## config.mk

```make
export PLATFORM = sky130hd
export DESIGN_NAME = bcr_reader
export DESIGN_NICKNAME = d
export VERILOG_FILES = /design/src/include/bcr_pkg.sv /design/src/rtl/bcr_reader.sv
export SDC_FILE = /design/constraint.sdc
export NUM_CORES = 1
export LEC_CHECK = 0
export ABC_AREA = 1
export BUFFER_PORTS_ARGS = -buffer_cell sky130_fd_sc_hd__buf_4
export CAP_MARGIN = 10
export CORE_MARGIN = 5
export CORE_UTILIZATION = 40
export DETAILED_ROUTE_END_ITERATION = 16
export PLACE_DENSITY_LB_ADDON = 0.12
export SLEW_MARGIN = 20
export SYNTH_ARGS = -nofsm -noshare
export SYNTH_HDL_FRONTEND = slang
export SYNTH_SLANG_ARGS = --single-unit
```

## constraint.sdc

```tcl
create_clock -name i_clk -period 3.61 [get_ports i_clk]
set_clock_uncertainty 0.05 [all_clocks]
set_input_delay 0.722 -clock i_clk [delete_from_list [all_inputs] [get_ports i_clk]]
set_output_delay 0.722 -clock i_clk [all_outputs]
set_load 0.02 [all_outputs]
```

## src/include/bcr_pkg.sv

```systemverilog
// Function
// - Block is bus master only; it starts transfers and drives the clock.
// - Up to eight slaves share the bus; each is chosen by address only.
// - Board product record sits at select 000b, software address A0h.
// - User configuration record sits at select 001b, software address A2h.
// - Add-on module product record sits at select 010b, address A4h.
// - Temperature sensor at select slot 011b answers at address 96h.
// - On-board memory presence record sits at select 100b, address A8h.
// - Mezzanine records: bank C at AAh (101b), bank E at ACh (110b).
// - Memory presence records are read in the standard presence layout.
// - With banks A and B fitted, one on-board record serves both.
// - Power-up configuration is loaded before any access is accepted.
`default_nettype none
package bcr_pkg;
    localparam logic [7:0] SW_ADDR_BOARD  = 8'hA0;
    localparam logic [7:0] SW_ADDR_USER   = 8'hA2;
    localparam logic [7:0] SW_ADDR_ADDON  = 8'hA4;
    localparam logic [7:0] SW_ADDR_TEMP   = 8'h96;
    localparam logic [7:0] SW_ADDR_MEM_AB = 8'hA8;
    localparam logic [7:0] SW_ADDR_MEZ_C  = 8'hAA;
    localparam logic [7:0] SW_ADDR_MEZ_E  = 8'hAC;
    localparam logic [7:0] SW_ADDR_SPARE  = 8'hAE;

    localparam logic [2:0] SEL_BOARD  = 3'h0;
    localparam logic [2:0] SEL_USER   = 3'h1;
    localparam logic [2:0] SEL_ADDON  = 3'h2;
    localparam logic [2:0] SEL_TEMP   = 3'h3;
    localparam logic [2:0] SEL_MEM_AB = 3'h4;
    localparam logic [2:0] SEL_MEZ_C  = 3'h5;
    localparam logic [2:0] SEL_MEZ_E  = 3'h6;
    localparam logic [2:0] SEL_SPARE  = 3'h7;

    // Byte offsets read at power-up
    localparam logic [7:0] BOARD_CFG_IDX    = 8'h00;
    localparam logic [7:0] SPD_DENSITY_IDX  = 8'h1F;

    localparam int CLK_PERIOD_NS = 10;
    localparam int SCL_PERIOD_NS = 2560;
    localparam int QUARTER_CYC   = SCL_PERIOD_NS / (4 * CLK_PERIOD_NS);
    localparam logic [7:0] QUARTER_LAST = 8'(QUARTER_CYC - 1);

    localparam logic [1:0] PH_LAST  = 2'h3;
    localparam logic [1:0] PH_SCLHI = 2'h1;
    localparam logic [1:0] PH_MID   = 2'h2;
    localparam logic [3:0] BIT_ACK  = 4'h8;

    localparam logic [1:0] STG_ADDR_W = 2'h0;
    localparam logic [1:0] STG_WORD   = 2'h1;
    localparam logic [1:0] STG_ADDR_R = 2'h2;
    localparam logic [1:0] STG_READ   = 2'h3;

    localparam logic [2:0] BOOT_JOBS = 3'h5;

    typedef enum logic [4:0] {
        ST_IDLE  = 5'h01,
        ST_START = 5'h02,
        ST_TX    = 5'h04,
        ST_RX    = 5'h08,
        ST_STOP  = 5'h10
    } bcr_state_t;
endpackage
`default_nettype wire

```

## src/rtl/bcr_reader.sv

```systemverilog
`timescale 1ns/1ps
`default_nettype none
module bcr_reader (
    input  wire logic       i_clk,
    input  wire logic       i_rst_n,
    input  wire logic       i_sda,
    output logic            o_sda_o,
    output logic            o_sda_oe,
    output logic            o_scl_o,
    output logic            o_scl_oe,
    input  wire logic       i_req,
    input  wire logic [2:0] i_dev_sel,
    input  wire logic [7:0] i_word_addr,
    output logic            o_req_ready,
    output logic            o_done,
    output logic            o_absent,
    output logic [7:0]      o_data,
    output logic            o_boot_done,
    output logic [7:0]      o_board_cfg,
    output logic [7:0]      o_bank_a_size,
    output logic [7:0]      o_bank_b_size,
    output logic            o_mez_c_fitted,
    output logic [7:0]      o_mez_c_size,
    output logic            o_mez_e_fitted,
    output logic [7:0]      o_mez_e_size,
    output logic            o_spare_present
);
    import bcr_pkg::*;

    // ------------------------------------------------------------
    // Address decode
    // ------------------------------------------------------------
    function automatic logic [7:0] sel_to_sw(input logic [2:0] sel);
        case (sel)
            SEL_BOARD:  sel_to_sw = SW_ADDR_BOARD;
            SEL_USER:   sel_to_sw = SW_ADDR_USER;
            SEL_ADDON:  sel_to_sw = SW_ADDR_ADDON;
            SEL_TEMP:   sel_to_sw = SW_ADDR_TEMP;
            SEL_MEM_AB: sel_to_sw = SW_ADDR_MEM_AB;
            SEL_MEZ_C:  sel_to_sw = SW_ADDR_MEZ_C;
            SEL_MEZ_E:  sel_to_sw = SW_ADDR_MEZ_E;
            default:    sel_to_sw = SW_ADDR_SPARE;
        endcase
    endfunction

    function automatic logic [2:0] boot_sel(input logic [2:0] job);
        case (job)
            3'h0:    boot_sel = SEL_BOARD;
            3'h1:    boot_sel = SEL_MEM_AB;
            3'h2:    boot_sel = SEL_MEZ_C;
            3'h3:    boot_sel = SEL_MEZ_E;
            default: boot_sel = SEL_SPARE;
        endcase
    endfunction

    // ------------------------------------------------------------
    // Reset release and pin synchroniser
    // ------------------------------------------------------------
    logic       rst_s1_ff;
    logic       rst_n;
    logic       sda_s1_ff;
    logic       sda_s2_ff;
    logic       sda_s3_ff;
    logic       sda_in_ff;

    always_ff @(posedge i_clk or negedge i_rst_n) begin
        if (!i_rst_n) begin
            rst_s1_ff <= 1'b0;
            rst_n     <= 1'b0;
        end else begin
            rst_s1_ff <= 1'b1;
            rst_n     <= rst_s1_ff;
        end
    end

    always_ff @(posedge i_clk or negedge rst_n) begin
        if (!rst_n) begin
            sda_s1_ff <= 1'b1;
            sda_s2_ff <= 1'b1;
            sda_s3_ff <= 1'b1;
            sda_in_ff <= 1'b1;
        end else begin
            sda_s1_ff <= i_sda;
            sda_s2_ff <= sda_s1_ff;
            sda_s3_ff <= sda_s2_ff;
            if (sda_s2_ff == sda_s3_ff) begin
                sda_in_ff <= sda_s3_ff;
            end
        end
    end

    // ------------------------------------------------------------
    // Bit timing
    // ------------------------------------------------------------
    logic [7:0] qcnt_ff;
    logic [1:0] phase_ff;
    logic       tick;
    logic       bit_end;

    assign tick    = (qcnt_ff == QUARTER_LAST);
    assign bit_end = tick && (phase_ff == PH_LAST);

    always_ff @(posedge i_clk or negedge rst_n) begin
        if (!rst_n) begin
            qcnt_ff  <= 8'h00;
            phase_ff <= 2'h0;
        end else if (tick) begin
            qcnt_ff  <= 8'h00;
            phase_ff <= phase_ff + 2'h1;
        end else begin
            qcnt_ff  <= qcnt_ff + 8'h01;
        end
    end

    // ------------------------------------------------------------
    // Transfer engine
    // ------------------------------------------------------------
    bcr_state_t state_ff;
    logic [1:0] stage_ff;
    logic [3:0] bit_ff;
    logic [7:0] shift_ff;
    logic [2:0] sel_ff;
    logic [7:0] word_ff;
    logic       nack_ff;
    logic       scl_low_ff;
    logic       sda_low_ff;
    logic       done_ff;
    logic       absent_ff;
    logic [7:0] data_ff;
    logic       boot_done_ff;
    logic [2:0] job_ff;
    logic       go;
    logic       user_go;
    logic [2:0] go_sel;
    logic [7:0] go_word;
    logic [7:0] cur_sw;

    assign user_go = i_req && boot_done_ff;
    assign go      = bit_end && (state_ff == ST_IDLE) && !done_ff
                     && (user_go || !boot_done_ff);
    assign go_sel  = boot_done_ff ? i_dev_sel : boot_sel(job_ff);
    assign go_word = boot_done_ff ? i_word_addr :
                     ((job_ff == 3'h0) ? BOARD_CFG_IDX : SPD_DENSITY_IDX);
    assign cur_sw  = sel_to_sw(sel_ff);

    always_ff @(posedge i_clk or negedge rst_n) begin
        if (!rst_n) begin
            state_ff <= ST_IDLE;
            stage_ff <= STG_ADDR_W;
            bit_ff   <= 4'h0;
            shift_ff <= 8'h00;
            sel_ff   <= 3'h0;
            word_ff  <= 8'h00;
            nack_ff  <= 1'b0;
        end else begin
            case (state_ff)
                ST_IDLE: begin
                    if (go) begin
                        state_ff <= ST_START;
                        stage_ff <= STG_ADDR_W;
                        sel_ff   <= go_sel;
                        word_ff  <= go_word;
                        nack_ff  <= 1'b0;
                    end
                end
                ST_START: begin
                    if (bit_end) begin
                        state_ff <= ST_TX;
                        bit_ff   <= 4'h0;
                        shift_ff <= {cur_sw[7:1], (stage_ff == STG_ADDR_R)};
                    end
                end
                ST_TX: begin
                    if (tick && phase_ff == PH_MID && bit_ff == BIT_ACK) begin
                        nack_ff <= sda_in_ff;
                    end
                    if (bit_end) begin
                        shift_ff <= shift_ff << 1;
                        bit_ff   <= bit_ff + 4'h1;
                        if (bit_ff == BIT_ACK) begin
                            bit_ff <= 4'h0;
                            if (nack_ff) begin
                                state_ff <= ST_STOP;
                            end else if (stage_ff == STG_ADDR_W) begin
                                stage_ff <= STG_WORD;
                                shift_ff <= word_ff;
                            end else if (stage_ff == STG_WORD) begin
                                stage_ff <= STG_ADDR_R;
                                state_ff <= ST_START;
                            end else begin
                                stage_ff <= STG_READ;
                                state_ff <= ST_RX;
                            end
                        end
                    end
                end
                ST_RX: begin
                    if (tick && phase_ff == PH_MID && bit_ff != BIT_ACK) begin
                        shift_ff <= {shift_ff[6:0], sda_in_ff};
                    end
                    if (bit_end) begin
                        bit_ff <= bit_ff + 4'h1;
                        if (bit_ff == BIT_ACK) begin
                            state_ff <= ST_STOP;
                        end
                    end
                end
                ST_STOP: begin
                    if (bit_end) begin
                        state_ff <= ST_IDLE;
                    end
                end
                default: state_ff <= ST_IDLE;
            endcase
        end
    end

    // ------------------------------------------------------------
    // Line drive, master only
    // ------------------------------------------------------------
    always_ff @(posedge i_clk or negedge rst_n) begin
        if (!rst_n) begin
            scl_low_ff <= 1'b0;
            sda_low_ff <= 1'b0;
        end else if (tick) begin
            case (state_ff)
                ST_START: begin
                    scl_low_ff <= (phase_ff == PH_MID) || (phase_ff == PH_LAST);
                    sda_low_ff <= (phase_ff == PH_SCLHI) ||
                                  (phase_ff == PH_MID);
                end
                ST_TX: begin
                    scl_low_ff <= (phase_ff == PH_LAST) || (phase_ff == 2'h0);
                    if (phase_ff == 2'h0) begin
                        sda_low_ff <= (bit_ff != BIT_ACK) && !shift_ff[7];
                    end
                end
                ST_RX: begin
                    scl_low_ff <= (phase_ff == PH_LAST) || (phase_ff == 2'h0);
                    sda_low_ff <= 1'b0;
                end
                ST_STOP: begin
                    scl_low_ff <= (phase_ff == 2'h0);
                    sda_low_ff <= (phase_ff == 2'h0) || (phase_ff == PH_SCLHI);
                end
                default: begin
                    scl_low_ff <= 1'b0;
                    sda_low_ff <= 1'b0;
                end
            endcase
        end
    end

    // ------------------------------------------------------------
    // Results and power-up load
    // ------------------------------------------------------------
    logic fin;
    assign fin = bit_end && (state_ff == ST_STOP);

    always_ff @(posedge i_clk or negedge rst_n) begin
        if (!rst_n) begin
            done_ff   <= 1'b0;
            absent_ff <= 1'b0;
            data_ff   <= 8'h00;
        end else begin
            done_ff <= fin && boot_done_ff;
            if (fin) begin
                absent_ff <= nack_ff;
                data_ff   <= nack_ff ? 8'h00 : shift_ff;
            end
        end
    end

    always_ff @(posedge i_clk or negedge rst_n) begin
        if (!rst_n) begin
            boot_done_ff    <= 1'b0;
            job_ff          <= 3'h0;
            o_board_cfg     <= 8'h00;
            o_bank_a_size   <= 8'h00;
            o_mez_c_fitted  <= 1'b0;
            o_mez_c_size    <= 8'h00;
            o_mez_e_fitted  <= 1'b0;
            o_mez_e_size    <= 8'h00;
            o_spare_present <= 1'b0;
        end else if (fin && !boot_done_ff) begin
            job_ff <= job_ff + 3'h1;
            if (job_ff == BOOT_JOBS - 3'h1) begin
                boot_done_ff <= 1'b1;
            end
            case (job_ff)
                3'h0: o_board_cfg   <= nack_ff ? 8'h00 : shift_ff;
                3'h1: o_bank_a_size <= nack_ff ? 8'h00 : shift_ff;
                3'h2: begin
                    o_mez_c_fitted <= !nack_ff;
                    o_mez_c_size   <= nack_ff ? 8'h00 : shift_ff;
                end
                3'h3: begin
                    o_mez_e_fitted <= !nack_ff;
                    o_mez_e_size   <= nack_ff ? 8'h00 : shift_ff;
                end
                default: o_spare_present <= !nack_ff;
            endcase
        end
    end

    assign o_sda_o       = 1'b0;
    assign o_scl_o       = 1'b0;
    assign o_sda_oe      = sda_low_ff;
    assign o_scl_oe      = scl_low_ff;
    assign o_req_ready   = go && boot_done_ff;
    assign o_done        = done_ff;
    assign o_absent      = absent_ff;
    assign o_data        = data_ff;
    assign o_boot_done   = boot_done_ff;
    assign o_bank_b_size = o_bank_a_size;
endmodule
`default_nettype wire

```

==> metrics.txt, run 1 <==
kind of critical path reg2out; Synthesis Warnings 0; I/O Pins 74; placed instance area between 5000 and 6000 µm²; Clock Pin Slew Worst Setup and Hold Paths approximately 0.07 ns; Post-Route WL 11970 µm; # hold bufs at CTS 0; initial core utilization 40.34%; first-pass GRT wire length 20210 µm; Post-Syn Area a little under 5000 µm²; NumNets Final between 600 and 700; Seq cells post-synth between 90 and 100; most common cell type on the critical path nand2_1; Sink Count roughly 100; min Tclk post-route just over 3 ns; RSZ-0062 raised after global routing false; Core Util, Final between 40 and 50%; Synth top area share about half; outcome completed; Design Power roughly 0.0022 W; CP delay by family, top simple AND/OR/NAND/NOR gates; CTS tree built; setup_tns 0 ns; Synth area leader dfrtp_1; DRT Pass-1 Iters 5; Crit Path Max Fanout 15; drc violations 0; DIE AREA approximately 14000 µm²; worst path cell trace ha_1 -> nand2_1 -> nor2_2 -> nand3_4 -> inv_1 -> nand2_1 -> nor2_4 -> buf_4; proportion of layout cells with a drive suffix above 1 approximately 17%; Post-DRT Antenna Nets 0; FFs w/ async S/R, synth between 90% and 100%; post-CTS setup buffer count 0; drt via density approximately 5; CTS root buf clkbuf_16; final setup violation count 0; Max Transition Viols Final 0; post-synthesis sequential area ratio between 50 and 60%; CP bufs+invs 2; via count 4000; gpl congestion approximately 0.81; later-pin clock latency in the skew report roughly 0.35 ns; CP arrival 2.31 ns; most numerous cell in the Yosys netlist nand2_1; Final period util between 80 and 90%; port bufs 71; Rows 40; CTS max path bufs 2; DIE HEIGHT between 100 and 150 µm; Cells after Synth slightly below 600; grt ovf 0; initial antenna violation count 0; Max Cap Viol 0; vias in the first global route just under 4000; setup ws final 0.5255 ns; most frequent cells after synthesis 216 x nand2_1, 93 x dfrtp_1, 50 x inv_1; H-tree lvl count 3; endpoints failing hold 0; wire per inst 14.77 µm; Post-Place Worst Slack ~0.86 ns; final instance area between 5000 and 6000 µm²; Synth area leaders dfrtp_1 48%, nand2_1 17%, inv_1 3.9%; Distinct cells, synth 33; n_diodes 0; pin count of the biggest net entering global routing between 60 and 70; width of the die approximately 120 µm; GRT Total Usage ~18%; post-cts resize count 0; Critical Path RT around 2.8 ns; core area roughly 12000 µm²; f_max between 300 and 400 MHz; CP startpoint kind flop; Area Overhead vs Synth 19.17%; worst stage delay on the critical path 0.37 ns; pwr/cell area around 380 nW/µm²; slowest CP cell dfrtp_1; top_reg_cell synth dfrtp_1; FILL cells approximately 1200; Tightest Pin Transition 0.8712 ns; worst relative slew slack between 40% and 50%; hpwl dp between 8000 and 9000 µm; total CTS buffers 9; worst vdd ir ~230 µV; Leak Pwr around 3.2 nW; Post-synth EDFFs 0; hold crit path type in2async; initial DRC count between 300 and 400; Crit. End Element output port; Syn Area/Cell between 8 and 9 µm²
state kept, by name (all words and copies together) (netlist names), 2 cells and up:
signal / flops
qcnt_ff: 8
o_data: 8
bit_ff: 4
job_ff: 3
phase_ff: 2
word_ff: 8
o_board_cfg: 8
state_ff: 5
shift_ff: 8
sel_ff: 3
stage_ff: 2
o_mez_c_size: 8
o_bank_a_size: 8
o_mez_e_size: 8
layout by cell type (no fill, tap or decap), types with 2 or more instances in the layout:
cell and n:
nand2_1 216, dfrtp_1 92, buf_4 76, inv_1 50
nor2_1 46, nand3_1 30, o21ai_0 29, o21ai_1 28
nand4_1 14, ha_1 12, a21oi_1 10, clkbuf_16 9
xor2_1 6, nor2_2 5, nor2_4 5, dfstp_2 5
inv_2 4, o22ai_1 3, conb_1 3, nand3_4 2
o21bai_1 2, clkinv_2 2, bufinv_16 2
path summary, 6_finish.rpt:
path	slack, ns	end	start	cells after the start
max	0.53	o_req_ready	qcnt_ff[0]	8
min	0.08	rst_n	i_rst_n	1
max reg2reg	1.27	o_mez_e_size[5]	qcnt_ff[0]	9
min reg2reg	0.31	sda_s2_ff	sda_s1_ff	0
max in group asynchronous	2.28	sda_in_ff	rst_n	1
min in group i_clk	0.31	sda_s2_ff	sda_s1_ff	0
through the flow:
stage / std cells / hold slack (ns)
final: 810 / 0.08494
after global routing: 810 / 0.07262
after CTS: 810 / 0.07624
after detailed placement: 795 / 0.2865
after global placement: 795 / 0.2935
after floorplan: 597 / 0.2812
logic make-up after synthesis:
logic type,Yosys count,synth area share (%)
and+or+nand+nor,321,28.44
adders and majority gates,13,3.333
AOI/OAI and AO/OA,74,8.073
xor gates and xnor gates,7,1.276
DFF,98,51.17
buffers and inverters,81,7.552
other,2,0.1563
where the power goes:
part	switching (W)	internal [W]
combinational	0.0000126	0.0000128
sequential	0.0000159	0.00110
clock	0.000414	0.000604
total	0.000442	0.00172
metal layers:
layer	share of wire (%)	up-vias	GRT usage [%]	routed length (µm)
met5	0	-	0	0
met4	1.9	0	6.872	225
met3	5.6	15	3.063	665
met2	48	99	28.21	5687
met1	45	1889	24.30	5386
li1	-	1997	-	-
area by class of cell:
type | instances | area [µm²] | area share (%)
flip-flops and latches | 98 | 2462 | 43.01
multi-input cells | 418 | 1987 | 34.70
repair buffers | 76 | 570.5 | 9.965
clock buffers | 10 | 229.0 | 3.999
inverters | 56 | 211.5 | 3.693
well taps | 147 | 183.9 | 3.212
clock inverters | 5 | 81.33 | 1.420
worst reg2reg max path: stages, from the launching register on:
cell and delay [ns]:
dfrtp_1 0.37, ha_1 0.18, nand2_1 0.08, nor2_2 0.22, nand3_4 0.17, nor2_4 0.36
nand2_4 0.35, nor2_4 0.32, nand2_1 0.09, nand2_1 0.09
No activity file was read; power rests on OpenSTA's default activity.
==> run 2: changes to the inputs <==
--- a/config.mk
+++ b/config.mk
@@ -5,7 +5,6 @@
 export SDC_FILE = /design/constraint.sdc
 export NUM_CORES = 1
 export LEC_CHECK = 0
-export ABC_AREA = 1
 export BUFFER_PORTS_ARGS = -buffer_cell sky130_fd_sc_hd__buf_4
 export CAP_MARGIN = 10
 export CORE_MARGIN = 5
==> run 2 against run 1 <==
Setup slack improved by 0.13 ns. Fmax up 4.3%. Register-to-register slack worse by 0.32 ns. Die area down 3.8%. Critical endpoint unchanged. Global-route usage down 1.9 points. Sequential power is essentially flat.
==> metrics.txt, run 2 <==
outcome completed; first-pass GRT wire length 17580 µm; worst relative slew slack 43.33%; Synth area leader dfrtp_1; initial DRC count 158; Leak Pwr 2.646 nW; Synthesis Warnings 0; Global Route met2 Usage 23.97%; wire per inst approximately 17 µm; Most Crowded Layer GR met2; Max Cap Viol 0; Synth area leaders dfrtp_1 51%, mux2_2 11%, o21ai_0 3.7%; Max Transition Viols Final 0; gpl congestion 0.8484; kind of critical path reg2out; Post-DRT Antenna Nets 0; port bufs 71; n_diodes 0; hpwl dp roughly 7700 µm; Reg area about 2500 µm²; met3 usage between 2 and 3%; most frequent cells after synthesis 93 x dfrtp_1, 43 x mux2_2, 42 x nand2_1; Final period util between 80% and 90%; proportion of layout cells with a drive suffix above 1 31.59%; hold crit path type in2async; r2r setup slk 0.95 ns; most frequent cells in the layout 92 x dfrtp_1, 75 x buf_4, 43 x mux2_2, 42 x nand2_1, 34 x o21ai_0; most common cell type on the critical path buf_4; clock power share 46.4%; top_reg_cell synth dfrtp_1; combinational share of power about 1.6%; met1 Usage GRT between 20% and 30%; Seq cells post-synth 98; placed cells approximately 610; Cells after Synth 412; RSZ-0062 raised after global routing false; Multi-input gate area between 1500 and 2000 µm²; worst stage delay on the critical path ~0.40 ns; DRT Pass-1 Iters 4; core area about 11000 µm²; P_int roughly 0.0017 W; fin cells 621; NumNets Final 500; min Tclk post-route about 3 ns; via count 3252; Sink Count between 90 and 100; final instance area 5497 µm²; pwr/cell area about 400 nW/µm²; Critical Path RT 2.84 ns; FILL cells 1067; Rows 39; Crit. End Element output port; CP arrival 2.18 ns; Area Overhead vs Synth 19.34%; vias in the first global route about 3300; DIE AREA 13760 µm²; grt ovf 0; CP startpoint qcnt_ff[0]; CP startpoint kind flop; Sw Ratio 21.50%; I/O Pins 74; initial core utilization between 40% and 50%; drc violations 0; worst vdd ir 213.3 µV; Synth top area share around 51%; CTS max path bufs 2; Tightest Pin Transition around 0.84 ns; # hold bufs at CTS 0; Post-Route WL about 11000 µm; worst reg2reg path depth 6; Crit Path Max Fanout 7; Psw roughly 0.00046 W; FFs w/ async S/R, synth 100.0%; CTS root buf clkbuf_16; pin count of the biggest net entering global routing 37; final setup violation count 0; Clock Pin Slew Worst Setup and Hold Paths approximately 0.07 ns; most numerous cell in the Yosys netlist dfrtp_1; post-synthesis sequential area ratio between 50% and 60%; DIE HEIGHT around 120 µm; most common cell after layout, fill and taps aside dfrtp_1; later-pin clock latency in the skew report around 0.35 ns; worst path cell trace ha_1 -> and4bb_2 -> nand2_1 -> nor3b_1 -> buf_4 -> and2_1 -> buf_4; Post-synth EDFFs 0; slowest CP cell dfrtp_1; Distinct cells, synth 56; placed instance area between 5000 and 6000 µm²; setup_tns 0 ns; initial antenna violation count 0; endpoints failing hold 0; drt via density about 5.2; r2r startpoint qcnt_ff[0]; FF-to-FF End o_spare_present; post-CTS setup buffer count 0; Post-Syn Area about 4600 µm²; H-tree lvl count 3; Syn Area/Cell 11.18 µm²; GRT Total Usage 15.83%; f_max ~340 MHz; share of power burned in registers a little over half; width of the die approximately 120 µm; total CTS buffers 9; post-cts resize count 0; CTS tree built
-- run 2: worst max path at each step --
stage	endpoint	slack, ns	cells past startpoint
2_1_floorplan	bit_ff[0]	0.64	0
3_3_place_gp	o_req_ready	1.05	7
3_5_place_dp	o_spare_present	0.95	6
4_1_cts	o_req_ready	0.64	7
5_1_grt	o_req_ready	0.47	7
6_report	o_req_ready	0.65	7
-- run 2: final cells by class --
cell class                      instances  area share [%]
Clock buffer                           11           4.416
Clock inverter                          5           1.115
Inverter                               13          0.8878
Multi-Input combinational cell        276           35.28
Sequential cell                        98           44.80
Tap cell                              143           3.255
Timing Repair Buffer                   75           10.24
-- run 2: metal layers --
metal | share of wire, % | vias up
met1 | 48 | 1602
met3 | 4.7 | 13
li1 | - | 1565
met2 | 46 | 72
met4 | 1.7 | 0
met5 | 0 | -
-- run 2: critical path, delay by kind of cell (launching register included) --
family	cells	cell delay [ns]
and+or+nand+nor	4	0.87
DFF	1	0.40
buffers and inverters	2	0.31
adders and majority gates	1	0.25
-- run 2: per-stage QoR --
stage | power (W) | hold slack (ns) | setup slack, ns | utilization [%]
6_report | 0.002139 | 0.08740 | 0.6538 | 48.34
5_1_grt | 0.002201 | 0.08294 | 0.4708 | 48.34
4_1_cts | 0.002160 | 0.07875 | 0.6392 | 48.34
3_5_place_dp | 0.001170 | 0.2563 | 0.9493 | 45.67
3_3_place_gp | 0.001170 | 0.2548 | 1.047 | 45.67
2_1_floorplan | 0.001148 | 0.2812 | 0.6368 | -
-- run 2: logic make-up after synthesis --
family | synth area share (%)
other | 0.1631
adders and majority gates | 3.477
AOI/OAI and AO/OA | 11.30
buffers and inverters | 4.591
DFF | 53.38
and+or+nand+nor | 15.00
xor gates and xnor gates | 1.141
muxes | 10.95
-- run 2: power by group through the flow --
stage	clock network [W]	registers, W	logic [W]
2_1_floorplan	0	0.00114	0.00000708
3_3_place_gp	0	0.00114	0.0000345
3_5_place_dp	0	0.00114	0.0000347
4_1_cts	0.00101	0.00111	0.0000347
5_1_grt	0.00105	0.00112	0.0000389
6_report	0.000992	0.00111	0.0000335
==> run 3: changes to the inputs <==
==> constraint.sdc (replaced) <==
create_clock -name i_clk -period 2.9 [get_ports i_clk]
set_clock_uncertainty 0.05 [all_clocks]
set_input_delay 0.58 -clock i_clk [delete_from_list [all_inputs] [get_ports i_clk]]
set_output_delay 0.58 -clock i_clk [all_outputs]
set_load 0.02 [all_outputs]
==> run 3 against run 2 <==
Final cell count is 0.81% higher. Non-clock buffer count is 5 higher. First-iteration DRC count is 65% higher. Die area stayed put. Setup slack worse by 0.44 ns. Sequential power is 25% higher. Register-to-register slack worse by 0.59 ns. Wire length is 6.0% higher. Combinational power is 29% higher. Power is 29% higher. Largest cell class unchanged. Largest power group unchanged. Highest routed layer unchanged.
==> metrics.txt, run 3 (synthesis results as in run 2) <==
I/O Pins 74; port bufs 71; Crit. End Element output port; first-pass GRT wire length 18680 µm; Rows 39; endpoints failing hold 0; r2r startpoint qcnt_ff[0]; NumNets Final 505; Core Util, Final between 40% and 50%; grt ovf 0; DIE HEIGHT approximately 120 µm; pwr/cell area between 400 and 500 nW/µm²; n_diodes 0; vias in the first global route between 3000 and 4000; initial antenna violation count 0; Max Transition Viols Final 0; fin cells ~630; Final period util about 92%; setup ws final between 0.2 and 0.25 ns; worst reg2reg path depth 6; RSZ-0062 raised after global routing false; clock power share between 40 and 50%; total CTS buffers 9; Max Cap Viol 0; outcome completed; GRT Total Usage between 15 and 20%; final setup violation count 0; drt via density 5.268; most frequent cells in the layout 92 x dfrtp_1, 78 x buf_4, 43 x mux2_2, 42 x nand2_1, 34 x o21ai_0; gpl congestion 0.8338; hold crit path type reg2async; Post-Route WL 11300 µm; CP arrival slightly above 2 ns; Clock Pin Slew Worst Setup and Hold Paths around 0.070 ns; Sink Count 98; CP startpoint qcnt_ff[0]; most common cell after layout, fill and taps aside dfrtp_1; Critical Path RT around 2.3 ns; kind of critical path reg2out; H-tree lvl count 3; f_max between 300 and 400 MHz; core area around 11000 µm²; Crit Path Max Fanout 7; proportion of layout cells with a drive suffix above 1 about a third; Psw 0.0006038 W; CTS max path bufs 2; later-pin clock latency in the skew report 0.35 ns; placed cells between 600 and 700; wire per inst about 18 µm; Post-DRT Antenna Nets 0; worst vdd ir around 310 µV; CP startpoint kind flop; Reg area roughly 2500 µm²; DIE AREA around 14000 µm²; worst relative slew slack a little under half; Leak Pwr between 2 and 3 nW; CTS tree built; Multi-input gate area between 1500 and 2000 µm²; combinational share of power about 1.6%; share of power burned in registers roughly 50%; Sw Ratio ~22%; Tightest Pin Transition 0.7989 ns; post-CTS setup buffer count 0; Design Power between 0.002 and 0.003 W; min Tclk post-route about 2.7 ns; initial DRC count between 200 and 300; P_int approximately 0.0022 W; worst setup path end o_req_ready; setup_tns 0 ns; Post-Place Worst Slack 0.3434 ns; FF-to-FF End o_mez_c_size[5]; CTS root buf clkbuf_16; hpwl dp around 8000 µm; pin count of the biggest net entering global routing 42; DRT Pass-1 Iters 4; width of the die roughly 120 µm; drc violations 0; FILL cells about 1100; r2r setup slk between 0.3 and 0.4 ns; via count 3298; initial core utilization between 40 and 50%; Area Overhead vs Synth 21.19%
-- run 3: worst max-delay path: stages (launching register included) --
cell and delay, ns:
dfrtp_1 0.41, ha_1 0.24, and4bb_2 0.32, nand2_1 0.15, nor3b_2 0.23, and2_1 0.19, buf_4 0.16
-- run 3: timing repair --
action / CTS / global route
resized for setup: 0 / 1
hold endpoints to repair: 2 / 0
hold buffers: 1 / 0
setup endpoints to repair: 0 / 1
-- run 3: metrics by stage --
stage                     cell area [µm²]  hold WS, ns
after global routing                 5582       0.2755
after global placement               5235       0.2922
after floorplan                      4611       0.2344
after CTS                            5577       0.2742
after detailed placement             5235       0.2880
final                                5582       0.2713
-- run 3: cell type report --
class	instances	share of cell area, %
Clock buffer	9	4.035
Clock inverter	7	1.905
Inverter	13	0.8742
Multi-Input combinational cell	276	34.84
Sequential cell	98	44.12
Tap cell	143	3.206
Timing Repair Buffer	80	11.03
-- run 3: worst min-delay path by stage --
stage               cells past startpoint  slack [ns]              end     from
floorplan                               0        0.23            rst_n  i_rst_n
global placement                        0        0.29  o_mez_e_size[1]    rst_n
detailed placement                      0        0.29   o_mez_e_fitted    rst_n
CTS                                     1        0.27        sda_s1_ff    i_sda
global route                            1        0.28        sda_s1_ff    i_sda
finish                                  0        0.27  o_mez_e_size[2]    rst_n
-- run 3: layer usage --
| layer | wire length [µm] | global-route usage (%) | up-vias |
|---|---|---|---|
| li1 | - | - | 1583 |
| met1 | 5462 | 24.25 | 1633 |
| met2 | 5193 | 24.93 | 75 |
| met3 | 542 | 3.417 | 7 |
| met4 | 102 | 5.874 | 0 |
| met5 | 0 | 0 | - |
-- run 3: power groups by stage --
stage | clock network, W | registers [W] | logic (W)
finish | 0.00134 | 0.00139 | 0.0000431
global route | 0.00141 | 0.00139 | 0.0000488
CTS | 0.00136 | 0.00139 | 0.0000448
detailed placement | 0 | 0.00141 | 0.0000437
global placement | 0 | 0.00141 | 0.0000431
floorplan | 0 | 0.00142 | 0.00000881
